## src/rtl/sap_map.svh

```systemverilog
// Offsets, fields, codes and widths of the serial audio host controller
`ifndef SAP_MAP_SVH
`define SAP_MAP_SVH

// ==========================================================
// Register word addresses (Avalon word address)
`define REG_CTRL      3'h0
`define REG_TX_LEFT   3'h1
`define REG_TX_RIGHT  3'h2
`define REG_RX_LEFT   3'h3
`define REG_RX_RIGHT  3'h4
`define REG_STATUS    3'h5
`define REG_CMD       3'h6

// ==========================================================
// CTRL fields
`define CTRL_TX_FMT   3:0
`define CTRL_TX_WS    5:4
`define CTRL_RX_FMT   11:8
`define CTRL_RX_WS    13:12
`define CTRL_EN       16
`define CTRL_RESET    17'h0_0000

// ==========================================================
// STATUS bits
`define ST_RX_NEW     0
`define ST_CFG_DONE   1
`define ST_BUSY       2
`define ST_REFUSED    3
`define ST_MUTED      4
`define ST_FMT_BAD    5

// ==========================================================
// CMD fields and operation codes
`define CMD_OP        18:16
`define CMD_DATA      15:0
`define OP_CLOCK_CFG  3'h0
`define OP_VOLUME     3'h1
`define OP_TREBLE     3'h2
`define OP_BASS       3'h3
`define OP_MUTE       3'h4
`define OP_UNMUTE     3'h5
`define OP_RECONFIG   3'h6
`define OP_LAST       3'h6

// ==========================================================
// Framing codes, word lengths, half-frame size
`define FMT_CODE_LJ   4'h0
`define FMT_CODE_RJ   4'h1
`define FMT_CODE_I2S  4'h2
`define WLEN_32       6'h20
`define WLEN_16       6'h10
`define WLEN_20       6'h14
`define WLEN_24       6'h18
`define HALF_BITS     7'h20
`define HALF_LAST     6'h1F

`endif

```

## src/rtl/sap_pkg.sv

```systemverilog
// Types and decode functions of the serial audio host controller
`include "sap_map.svh"
package sap_pkg;

  typedef enum logic [1:0] {FMT_LJ, FMT_RJ, FMT_I2S, FMT_BAD} fmt_e;
  typedef enum logic [1:0] {ST_IDLE, ST_ACK, ST_REL} seq_e;
  typedef logic [2:0] op_t;

  // Only the two-channel framings are carried by this host
  function automatic fmt_e fmt_decode(input logic [3:0] code);
    fmt_e f;
    f = FMT_BAD;
    if (code == `FMT_CODE_LJ) f = FMT_LJ;
    if (code == `FMT_CODE_RJ) f = FMT_RJ;
    if (code == `FMT_CODE_I2S) f = FMT_I2S;
    return f;
  endfunction

  function automatic logic [5:0] word_len(input logic [1:0] code);
    logic [5:0] w;
    w = `WLEN_32;
    if (code == 2'h1) w = `WLEN_16;
    if (code == 2'h2) w = `WLEN_20;
    if (code == 2'h3) w = `WLEN_24;
    return w;
  endfunction

endpackage

```

## src/rtl/lane_shifter.sv

```systemverilog
// Serial data lane: word placement, send on falling and capture on rising bit clock
`timescale 1ns/100ps
`include "sap_map.svh"
module lane_shifter (
  // Clock and reset
  input  wire logic             clk_sys,
  input  wire logic             rst_n,
  input  wire logic             en,
  // Synchronised link events
  input  wire logic             bit_fall,
  input  wire logic             bit_rise,
  input  wire logic             frame_lvl,
  input  wire logic             sdi,
  // Framing
  input  wire sap_pkg::fmt_e    tx_fmt,
  input  wire sap_pkg::fmt_e    rx_fmt,
  input  wire logic [5:0]       tx_wlen,
  input  wire logic [5:0]       rx_wlen,
  // Words
  input  wire logic [31:0]      tx_left,
  input  wire logic [31:0]      tx_right,
  output logic                  sdo_q,
  output logic      [31:0]      rx_word_q,
  output logic                  rx_left_q,
  output logic                  rx_strobe_q
);

  logic [5:0]  pos_q;
  logic [31:0] tx_sh_q;
  logic [31:0] rx_sh_q;
  logic        lr_last_q;
  logic        seen_q;
  // Frame level before the first falling edge is unknown, so that edge only arms
  logic        armed_q;

  function automatic logic in_win(input logic [5:0] p, input sap_pkg::fmt_e f,
                                  input logic [5:0] w);
    logic [6:0] start;
    start = (f == sap_pkg::FMT_LJ)  ? 7'h00 :
            (f == sap_pkg::FMT_I2S) ? 7'h01 : `HALF_BITS - {1'b0, w};
    return ({1'b0, p} >= start) && ({1'b0, p} < start + {1'b0, w})
           && (f != sap_pkg::FMT_BAD);
  endfunction

  // ==========================================================
  // Position within the half-frame
  wire        edge_w     = bit_fall && armed_q && (frame_lvl != lr_last_q);
  wire [5:0]  pos_d      = edge_w ? 6'h00 : (pos_q == 6'h3F) ? pos_q : pos_q + 6'h01;
  wire        tx_i2s_w   = (tx_fmt == sap_pkg::FMT_I2S);
  wire        rx_i2s_w   = (rx_fmt == sap_pkg::FMT_I2S);
  wire        left_now_w = tx_i2s_w ? !frame_lvl : frame_lvl;
  wire [31:0] tx_pick_w  = left_now_w ? tx_left : tx_right;
  wire [31:0] tx_align_w = tx_pick_w << (6'h20 - tx_wlen);
  wire [31:0] tx_cur_w   = edge_w ? tx_align_w : tx_sh_q;
  wire        tx_win_w   = in_win(pos_d, tx_fmt, tx_wlen);
  wire        rx_win_w   = in_win(pos_q, rx_fmt, rx_wlen);
  wire [31:0] rx_mask_w  = ~(32'hFFFF_FFFF << rx_wlen);

  // ==========================================================
  // Send: new bit only after a falling edge, MSB first
  always_ff @(posedge clk_sys) begin
    if (!rst_n || !en) begin
      pos_q     <= 6'h00;
      lr_last_q <= 1'b0;
      armed_q   <= 1'b0;
      tx_sh_q   <= 32'h0000_0000;
      sdo_q     <= 1'b0;
    end else if (bit_fall) begin
      pos_q     <= pos_d;
      lr_last_q <= frame_lvl;
      armed_q   <= 1'b1;
      tx_sh_q   <= tx_win_w ? tx_cur_w << 1 : tx_cur_w;
      sdo_q     <= tx_win_w && tx_cur_w[31];
    end
  end

  // ==========================================================
  // Capture on rising edge; word closes at the frame clock edge
  always_ff @(posedge clk_sys) begin
    if (!rst_n || !en) begin
      rx_sh_q     <= 32'h0000_0000;
      rx_word_q   <= 32'h0000_0000;
      rx_left_q   <= 1'b0;
      rx_strobe_q <= 1'b0;
      seen_q      <= 1'b0;
    end else begin
      rx_strobe_q <= edge_w && seen_q;
      if (bit_rise && rx_win_w) rx_sh_q <= {rx_sh_q[30:0], sdi};
      if (edge_w) begin
        seen_q    <= 1'b1;
        rx_sh_q   <= 32'h0000_0000;
        rx_word_q <= rx_sh_q & rx_mask_w;
        rx_left_q <= rx_i2s_w ? !lr_last_q : lr_last_q;
      end
    end
  end
endmodule

```

## src/rtl/sap_host.sv

```systemverilog
// Host controller for a serial audio port: link partner and command sequencer
`timescale 1ns/100ps
`include "sap_map.svh"
module sap_host (
  // Clock and reset
  input  wire logic        clk_sys,
  input  wire logic        rst_n,
  // Avalon-MM slave
  input  wire logic [2:0]  avs_address,
  input  wire logic        avs_read,
  input  wire logic        avs_write,
  input  wire logic [31:0] avs_writedata,
  output logic      [31:0] avs_readdata,
  output logic             avs_waitrequest,
  // Serial audio link
  input  wire logic        link_bit_clk,
  input  wire logic        link_frame_clk,
  input  wire logic        serial_out_lane0,
  output logic             serial_in_lane0,
  // Device command port
  output logic             ctl_cmd_valid,
  output logic      [2:0]  ctl_cmd_code,
  output logic      [15:0] ctl_cmd_data,
  input  wire logic        ctl_cmd_done
);

  // ==========================================================
  // State
  logic [3:0]     sync1_q;
  logic [3:0]     sync2_q;
  logic           bclk_d3_q;
  logic           wait_q;
  logic [31:0]    rdata_q;
  logic [16:0]    ctrl_pend_q;
  logic [16:0]    ctrl_act_q;
  logic [31:0]    tx_left_q;
  logic [31:0]    tx_right_q;
  logic [31:0]    rx_left_word_q;
  logic [31:0]    rx_right_word_q;
  logic           rx_new_q;
  logic           refused_q;
  logic           cfg_done_q;
  logic           muted_q;
  logic           recfg_done_q;
  sap_pkg::seq_e  seq_q;
  sap_pkg::op_t   op_q;
  logic [15:0]    data_q;
  logic           valid_q;
  logic           recfg_q;
  logic           sdo_w;
  logic [31:0]    rx_word_w;
  logic           rx_left_w;
  logic           rx_strobe_w;

  function automatic logic is_tone(input sap_pkg::op_t op);
    return (op == `OP_VOLUME) || (op == `OP_TREBLE) || (op == `OP_BASS);
  endfunction

  // ==========================================================
  // Link synchronisers: bit clock, frame clock, data, done
  always_ff @(posedge clk_sys) begin
    if (!rst_n) begin
      sync1_q   <= 4'h0;
      sync2_q   <= 4'h0;
      bclk_d3_q <= 1'b0;
    end else begin
      sync1_q   <= {ctl_cmd_done, serial_out_lane0, link_frame_clk, link_bit_clk};
      sync2_q   <= sync1_q;
      bclk_d3_q <= sync2_q[0];
    end
  end

  wire bit_rise_w = sync2_q[0] && !bclk_d3_q;
  wire bit_fall_w = !sync2_q[0] && bclk_d3_q;
  wire done_s_w   = sync2_q[3];

  // ==========================================================
  // Avalon-MM: one wait cycle on every access
  wire acc_w  = (avs_read || avs_write) && wait_q;
  wire wr_w   = avs_write && !wait_q;
  wire [31:0] wdata_w = avs_writedata;

  wire sap_pkg::fmt_e tx_fmt_w = sap_pkg::fmt_decode(ctrl_act_q[`CTRL_TX_FMT]);
  wire sap_pkg::fmt_e rx_fmt_w = sap_pkg::fmt_decode(ctrl_act_q[`CTRL_RX_FMT]);
  wire [5:0] tx_wlen_w = sap_pkg::word_len(ctrl_act_q[`CTRL_TX_WS]);
  wire [5:0] rx_wlen_w = sap_pkg::word_len(ctrl_act_q[`CTRL_RX_WS]);
  wire fmt_bad_w = (tx_fmt_w == sap_pkg::FMT_BAD) || (rx_fmt_w == sap_pkg::FMT_BAD);
  wire busy_w    = (seq_q != sap_pkg::ST_IDLE);

  wire [5:0] status_w = {fmt_bad_w, muted_q, refused_q, busy_w, cfg_done_q, rx_new_q};

  wire [31:0] rd_mux_w =
    (avs_address == `REG_CTRL)     ? {15'h0000, ctrl_pend_q} :
    (avs_address == `REG_TX_LEFT)  ? tx_left_q :
    (avs_address == `REG_TX_RIGHT) ? tx_right_q :
    (avs_address == `REG_RX_LEFT)  ? rx_left_word_q :
    (avs_address == `REG_RX_RIGHT) ? rx_right_word_q :
    (avs_address == `REG_STATUS)   ? {26'h000_0000, status_w} :
    32'h0000_0000;

  always_ff @(posedge clk_sys) begin
    if (!rst_n) begin
      wait_q  <= 1'b1;
      rdata_q <= 32'h0000_0000;
    end else begin
      wait_q <= !acc_w;
      if (acc_w && avs_read) rdata_q <= rd_mux_w;
    end
  end

  // ==========================================================
  // Software-written registers
  always_ff @(posedge clk_sys) begin
    if (!rst_n) begin
      ctrl_pend_q <= `CTRL_RESET;
      tx_left_q   <= 32'h0000_0000;
      tx_right_q  <= 32'h0000_0000;
    end else if (wr_w) begin
      if (avs_address == `REG_CTRL) ctrl_pend_q <= wdata_w[16:0];
      if (avs_address == `REG_TX_LEFT) tx_left_q <= wdata_w;
      if (avs_address == `REG_TX_RIGHT) tx_right_q <= wdata_w;
    end
  end

  // ==========================================================
  // Received words and sticky flags; a set wins over a clear
  wire st_wr_w  = wr_w && (avs_address == `REG_STATUS);
  wire clr_rx_w = st_wr_w && wdata_w[`ST_RX_NEW];
  wire clr_rf_w = st_wr_w && wdata_w[`ST_REFUSED];

  wire cmd_wr_w = wr_w && (avs_address == `REG_CMD);
  wire sap_pkg::op_t cmd_op_w = wdata_w[`CMD_OP];
  wire refuse_w = cmd_wr_w && (busy_w || (cmd_op_w > `OP_LAST)
                  || (is_tone(cmd_op_w) && !cfg_done_q));
  wire start_w  = cmd_wr_w && !refuse_w;
  wire recfg_w  = (cmd_op_w == `OP_RECONFIG);
  wire ack_w    = (seq_q == sap_pkg::ST_ACK) && done_s_w;

  always_ff @(posedge clk_sys) begin
    if (!rst_n) begin
      rx_left_word_q  <= 32'h0000_0000;
      rx_right_word_q <= 32'h0000_0000;
      rx_new_q        <= 1'b0;
      refused_q       <= 1'b0;
    end else begin
      if (rx_strobe_w && rx_left_w) rx_left_word_q <= rx_word_w;
      if (rx_strobe_w && !rx_left_w) rx_right_word_q <= rx_word_w;
      rx_new_q  <= rx_strobe_w || (rx_new_q && !clr_rx_w);
      refused_q <= refuse_w || (refused_q && !clr_rf_w);
    end
  end

  // ==========================================================
  // Completion tracking of device commands
  always_ff @(posedge clk_sys) begin
    if (!rst_n) begin
      cfg_done_q   <= 1'b0;
      muted_q      <= 1'b0;
      recfg_done_q <= 1'b0;
      ctrl_act_q   <= `CTRL_RESET;
    end else begin
      if (ack_w && op_q == `OP_CLOCK_CFG) cfg_done_q <= 1'b1;
      if (ack_w && op_q == `OP_MUTE) muted_q <= 1'b1;
      if (ack_w && op_q == `OP_UNMUTE) muted_q <= 1'b0;
      if (start_w) recfg_done_q <= 1'b0;
      if (ack_w && op_q == `OP_RECONFIG) begin
        recfg_done_q <= 1'b1;
        ctrl_act_q   <= ctrl_pend_q;
      end
    end
  end

  // ==========================================================
  // Sequencer: valid held until done, then done must fall.
  // Reconfiguration runs mute, reconfigure, unmute in that order.
  wire sap_pkg::op_t next_op_w = (op_q == `OP_MUTE) ? `OP_RECONFIG : `OP_UNMUTE;

  always_ff @(posedge clk_sys) begin
    if (!rst_n) begin
      seq_q   <= sap_pkg::ST_IDLE;
      op_q    <= `OP_CLOCK_CFG;
      data_q  <= 16'h0000;
      valid_q <= 1'b0;
      recfg_q <= 1'b0;
    end else begin
      unique case (seq_q)
        sap_pkg::ST_IDLE: if (start_w) begin
          recfg_q <= recfg_w;
          op_q    <= recfg_w ? `OP_MUTE : cmd_op_w;
          data_q  <= wdata_w[`CMD_DATA];
          valid_q <= 1'b1;
          seq_q   <= sap_pkg::ST_ACK;
        end
        sap_pkg::ST_ACK: if (done_s_w) begin
          valid_q <= 1'b0;
          seq_q   <= sap_pkg::ST_REL;
        end
        sap_pkg::ST_REL: if (!done_s_w) begin
          if (recfg_q && op_q != `OP_UNMUTE) begin
            op_q    <= next_op_w;
            data_q  <= (op_q == `OP_MUTE) ? ctrl_pend_q[15:0] : data_q;
            valid_q <= 1'b1;
            seq_q   <= sap_pkg::ST_ACK;
          end else begin
            recfg_q <= 1'b0;
            seq_q   <= sap_pkg::ST_IDLE;
          end
        end
      endcase
    end
  end

  // ==========================================================
  // Data lane
  lane_shifter u_lane (
    .clk_sys     (clk_sys),
    .rst_n       (rst_n),
    .en          (ctrl_pend_q[`CTRL_EN]),
    .bit_fall    (bit_fall_w),
    .bit_rise    (bit_rise_w),
    .frame_lvl   (sync2_q[1]),
    .sdi         (sync2_q[2]),
    .tx_fmt      (tx_fmt_w),
    .rx_fmt      (rx_fmt_w),
    .tx_wlen     (tx_wlen_w),
    .rx_wlen     (rx_wlen_w),
    .tx_left     (tx_left_q),
    .tx_right    (tx_right_q),
    .sdo_q       (sdo_w),
    .rx_word_q   (rx_word_w),
    .rx_left_q   (rx_left_w),
    .rx_strobe_q (rx_strobe_w)
  );

  assign avs_readdata    = rdata_q;
  assign avs_waitrequest = wait_q;
  assign serial_in_lane0 = sdo_w;
  assign ctl_cmd_valid   = valid_q;
  assign ctl_cmd_code    = op_q;
  assign ctl_cmd_data    = data_q;
endmodule

```

## config.mk

```make
export PLATFORM = sky130hd
export DESIGN_NAME = sap_host
export DESIGN_NICKNAME = d
export VERILOG_FILES = /design/src/rtl/sap_pkg.sv /design/src/rtl/lane_shifter.sv /design/src/rtl/sap_host.sv
export VERILOG_INCLUDE_DIRS = /design/src /design/src/rtl
export SDC_FILE = /design/constraint.sdc
export NUM_CORES = 1
export LEC_CHECK = 0
export BUFFER_PORTS_ARGS = -buffer_cell sky130_fd_sc_hd__buf_4
export CORE_UTILIZATION = 50
export DETAILED_ROUTE_END_ITERATION = 8
export HOLD_SLACK_MARGIN = 0.08
export PLACE_DENSITY = 0.68
export SLEW_MARGIN = 15
export SYNTH_ARGS = -nofsm -noshare
export SYNTH_HDL_FRONTEND = slang
export SYNTH_SLANG_ARGS = --single-unit
```

## constraint.sdc

```tcl
create_clock -name clk_sys -period 8.4 [get_ports clk_sys]
set_input_delay 2.52 -clock clk_sys [delete_from_list [all_inputs] [get_ports clk_sys]]
set_output_delay 2.52 -clock clk_sys [all_outputs]
set_load 0.03 [all_outputs]
```

==> summary.md <==
| Metric | Value |
|---|---|
| Status | `finished clean` |
| Startpoint of the lowest-slack register-to-register path | `ctrl_act_q[5]$_SDFFE_PN0P_` |
| # hold bufs at CTS | `0` |
| LEAKAGE | `6.37 nW` |
| Maximum achievable frequency | `0.216 GHz` |
| Sequential standard cell area | `6690 sq um` |
| Slowest CP cell | `sky130_fd_sc_hd__and2_1` |
| Ports placed on the boundary | `97` |
| Number of design rule violations left after detail routing | `0` |
| Highest cell delay on the worst timing path | `790 ps` |
| Startpoint type of the worst setup path | `flip-flop` |
| Post-route clock skew | `21.0 ps` |
| Final critical delay including setup and external delays | `4630 ps` |
| Area enclosed by the die boundary | `33400 sq um` |
| Antenna fix cells | `0` |
| Cell type with the largest total area after synthesis | `sky130_fd_sc_hd__dfxtp_1` |
| Wire length of the first global-routing pass | `83.1 mm` |
| Starting Density | `51.3%` |
| Vias per cell | `6.18` |
| Layout fillers | `2974` |
| Setup-failing EPs final | `0` |
| Max Cap Violations | `0` |
| Count of final hold-check violations | `0` |
| Top delay family on crit path | `simple AND/OR/NAND/NOR gates` |
| Most common cell after layout, fill and taps aside | `sky130_fd_sc_hd__nand2_1` |
| Worst-path cell chain | `buf_4 -> nand2b_1 -> inv_1 -> ha_1 -> fa_1 -> inv_1 -> ha_1 -> a21o_1 -> nand3_1 -> a21oi_1 -> a311oi_2 -> and2_1 -> nand2_1 -> a32o_1` |
| Number of storage elements in the synthesis netlist | `334` |
| Post-route antenna net violation count | `0` |
| Sequential cell area fraction in the yosys report | `40.9%` |
| Worst setup path start | `ctrl_act_q[5]$_SDFFE_PN0P_` |
| Grt total ovfl | `0` |
| Cell area after technology mapping | `16300 sq um` |
| Relative slew slack | `25.4%` |
| Unrepaired setup endpoints after global routing | `no` |
| Area of combinational cells with multiple inputs | `8920 sq um` |
| Data required time of the worst path | `8840 ps` |
| H-tree Lvls | `2` |
| Leading post-synthesis cells by cell area | `sky130_fd_sc_hd__dfxtp_1, sky130_fd_sc_hd__nand2_1, sky130_fd_sc_hd__a21oi_1` |
| Largest net degree at the start of global routing | `99` |
| Number of distinct library cells after synthesis | `77` |
| VDD IR-drop max | `0.131 mV` |
| Arrival time reported for the critical path endpoint | `5070 ps` |
| IO Port Bufs | `96` |
| Post-synthesis cell count | `2030` |
| Number of buffer and inverter instances along the worst setup path | `3` |
| Worst Tran Pin Value | `1110 ps` |
| Number of sinks driven by the clock tree | `334` |
| Critical path class | `flip-flop to flip-flop` |
| Postcts setup bufs | `0` |
| Latest clock arrival within the worst-skew pair | `550 ps` |
| Post-layout total power | `3.44 mW` |
| Library cell used as clock root buffer | `sky130_fd_sc_hd__clkbuf_16` |
| Yosys Warn Count | `0` |
| Number of DRC violations after detailed-routing iteration 0 | `1820` |
| Last weighted congestion value of the routability-driven placer | `0.976` |
| Count of pins over their slew limit | `0` |
| Worst hold path class | `flip-flop to flip-flop` |
| Worst setup slack after placement | `3640 ps` |
| Leading register cell type out of synthesis | `sky130_fd_sc_hd__dfxtp_1` |
| Core Footprint | `31900 sq um` |
| Most frequent cells in the layout | `sky130_fd_sc_hd__nand2_1, sky130_fd_sc_hd__dfxtp_1, sky130_fd_sc_hd__a21oi_1` |
| Layout Area Growth over Synthesis | `12.7%` |
| Register clock-pin slew on the reported worst setup and hold paths | `60 ps` |
| Die span in y | `183 microns` |
| WL/cell | `21.9 microns` |
| Half-perimeter wire length after detailed placement | `37.5 mm` |
| Share of the synthesized area in the top cell type | `40.9%` |
| Share of final-layout standard cells stronger than drive strength 1 | `12.0%` |
| Detailed-route wire length | `54.6 mm` |
| Initial antenna violation count | `1` |
| Row Count | `65` |
| Maximum number of buffers from clock root to sink | `3` |
| Via count of the first global-routing pass | `14019` |
| Quantity of gates resized following cts | `0` |
| Routed vias | `15367` |
| GRT Resource Usage Total | `32.1%` |
| TritonCTS clock tree | `built` |
| Mapped Avg Cell Area | `8.05 sq um` |
| Critical Path End Type | `flip-flop` |
| Detailed Routing Iterations Pass 1 | `6` |
| Final-layout setup total negative slack | `0 ps` |
| Power Dens Cells | `187 nW/um^2` |
| Worst Min Path Start | `sync1_q[1]$_SDFF_PN0_` |
| Num CTS Buffers | `37` |
| Final setup slack of the worst path | `3770 ps` |
| DIE WIDTH | `183 microns` |
| Post-route fraction of the period consumed by the critical path | `55.1%` |
| Count of flip-flops with a built-in enable after synthesis | `0` |
| Net count reported at finish | `2105` |
| Synth Net Count | `2107` |
| Crit path max fanout | `41` |
| Async set-reset flop share out of synthesis | `0%` |
| Setup slack of the most critical reg-to-reg path | `3770 ps` |
==> cell usage after synthesis, types with 5 or more instances <==
cell / instances
sky130_fd_sc_hd__mux2_2: 26
sky130_fd_sc_hd__and3_1: 8
sky130_fd_sc_hd__a31oi_1: 18
sky130_fd_sc_hd__o21ai_0: 58
sky130_fd_sc_hd__ha_1: 33
sky130_fd_sc_hd__a221oi_1: 30
sky130_fd_sc_hd__a21oi_1: 230
sky130_fd_sc_hd__o31ai_1: 6
sky130_fd_sc_hd__o21a_1: 7
sky130_fd_sc_hd__nand3_1: 31
sky130_fd_sc_hd__o211ai_1: 9
sky130_fd_sc_hd__o22ai_1: 10
sky130_fd_sc_hd__mux2i_1: 100
sky130_fd_sc_hd__nand4_1: 5
sky130_fd_sc_hd__dfxtp_1: 334
sky130_fd_sc_hd__xnor2_1: 7
sky130_fd_sc_hd__nor2b_1: 7
sky130_fd_sc_hd__a22oi_1: 7
sky130_fd_sc_hd__buf_1: 13
sky130_fd_sc_hd__nand3b_1: 15
sky130_fd_sc_hd__and2_1: 15
sky130_fd_sc_hd__buf_2: 11
sky130_fd_sc_hd__a211oi_1: 24
sky130_fd_sc_hd__mux4_2: 16
sky130_fd_sc_hd__a22o_1: 15
sky130_fd_sc_hd__nor4_1: 17
sky130_fd_sc_hd__nor2_1: 164
sky130_fd_sc_hd__nor3_1: 73
sky130_fd_sc_hd__o221ai_1: 19
sky130_fd_sc_hd__nand2_1: 446
sky130_fd_sc_hd__inv_1: 25
sky130_fd_sc_hd__or3_1: 12
sky130_fd_sc_hd__a32oi_1: 7
sky130_fd_sc_hd__nand2b_1: 15
sky130_fd_sc_hd__clkbuf_1: 133
==> worst paths after layout <==
path | endpoint | cells after the start
setup reg to reg | u_lane.tx_sh_q[6]$_SDFFE_PP0P_ | 14
hold / removal | sync2_q[1]$_SDFF_PN0_ | 1
setup / recovery | u_lane.tx_sh_q[6]$_SDFFE_PP0P_ | 14
hold reg to reg | sync2_q[1]$_SDFF_PN0_ | 1
==> per-layer routing <==
metal / global-route usage, % / share of wire (%)
met3: 5.58 / 8.5
met5: 0 / 0
met4: 15.7 / 4.9
met1: 44.0 / 43
met2: 48.9 / 44
==> kinds of logic (layout without fill, tap and decap cells) <==
kind of cell | count (synthesis) | in the layout | synth area share (%)
xor gates and xnor gates | 11 | 11 | 0.704
other | 1 | 1 | 0.0229
muxes | 144 | 144 | 10.3
buffers and inverters | 193 | 216 | 4.82
AOI/OAI and AO/OA | 492 | 492 | 19.1
DFF | 334 | 334 | 40.9
and+or+nand+nor | 821 | 821 | 21.5
adders and majority gates | 34 | 34 | 2.65
==> worst register-to-register path, stage by stage (launching register included) <==
cell and delay [ps]:
sky130_fd_sc_hd__dfxtp_1 330, sky130_fd_sc_hd__buf_4 410, sky130_fd_sc_hd__nand2b_1 390, sky130_fd_sc_hd__inv_1 520, sky130_fd_sc_hd__ha_1 280, sky130_fd_sc_hd__fa_1 420
sky130_fd_sc_hd__inv_1 80, sky130_fd_sc_hd__ha_1 240, sky130_fd_sc_hd__a21o_1 160, sky130_fd_sc_hd__nand3_1 70, sky130_fd_sc_hd__a21oi_1 70, sky130_fd_sc_hd__a311oi_2 350
sky130_fd_sc_hd__and2_1 790, sky130_fd_sc_hd__nand2_1 110, sky130_fd_sc_hd__a32o_1 290
==> per-stage QoR <==
stage | cells | instance area (sq um) | util [%] | hold slack, ps
3_5_place_dp | 2424 | 17200 | 53.9 | 419
6_report | 2488 | 18400 | 57.8 | 434
4_1_cts | 2488 | 18400 | 57.8 | 433
3_3_place_gp | 2424 | 17200 | 53.9 | 416
2_1_floorplan | 2030 | 16300 | - | 412
5_1_grt | 2488 | 18400 | 57.8 | 450
==> layout make-up <==
type | instances | share of cell area [%]
clock buffer | 51 | 5.64
clock inverter | 13 | 0.958
inverter | 29 | 0.686
multi-input combinational | 1503 | 48.4
sequential | 334 | 36.3
tap | 435 | 2.95
timing repair buffer | 123 | 5.01
==> power breakdown <==
part	internal [mW]	switching, mW
Sequential	1.60	0.0154
Combinational	0.0677	0.133
Clock	0.939	0.687
Total	2.61	0.835
==> sequential cells by signal, summed over array words and instances (netlist names), 2 cells and up <==
| register | flops |
|---|---|
| rx_right_word_q | 32 |
| u_lane.rx_word_q | 32 |
| sync1_q | 4 |
| u_lane.pos_q | 6 |
| u_lane.rx_sh_q | 32 |
| ctrl_act_q | 12 |
| tx_right_q | 32 |
| tx_left_q | 32 |
| seq_q | 2 |
| avs_readdata | 32 |
| ctl_cmd_code | 3 |
| ctl_cmd_data | 16 |
| sync2_q | 4 |
| ctrl_pend_q | 17 |
| rx_left_word_q | 32 |
| u_lane.tx_sh_q | 32 |
Power figures use the tool's default switching activity.
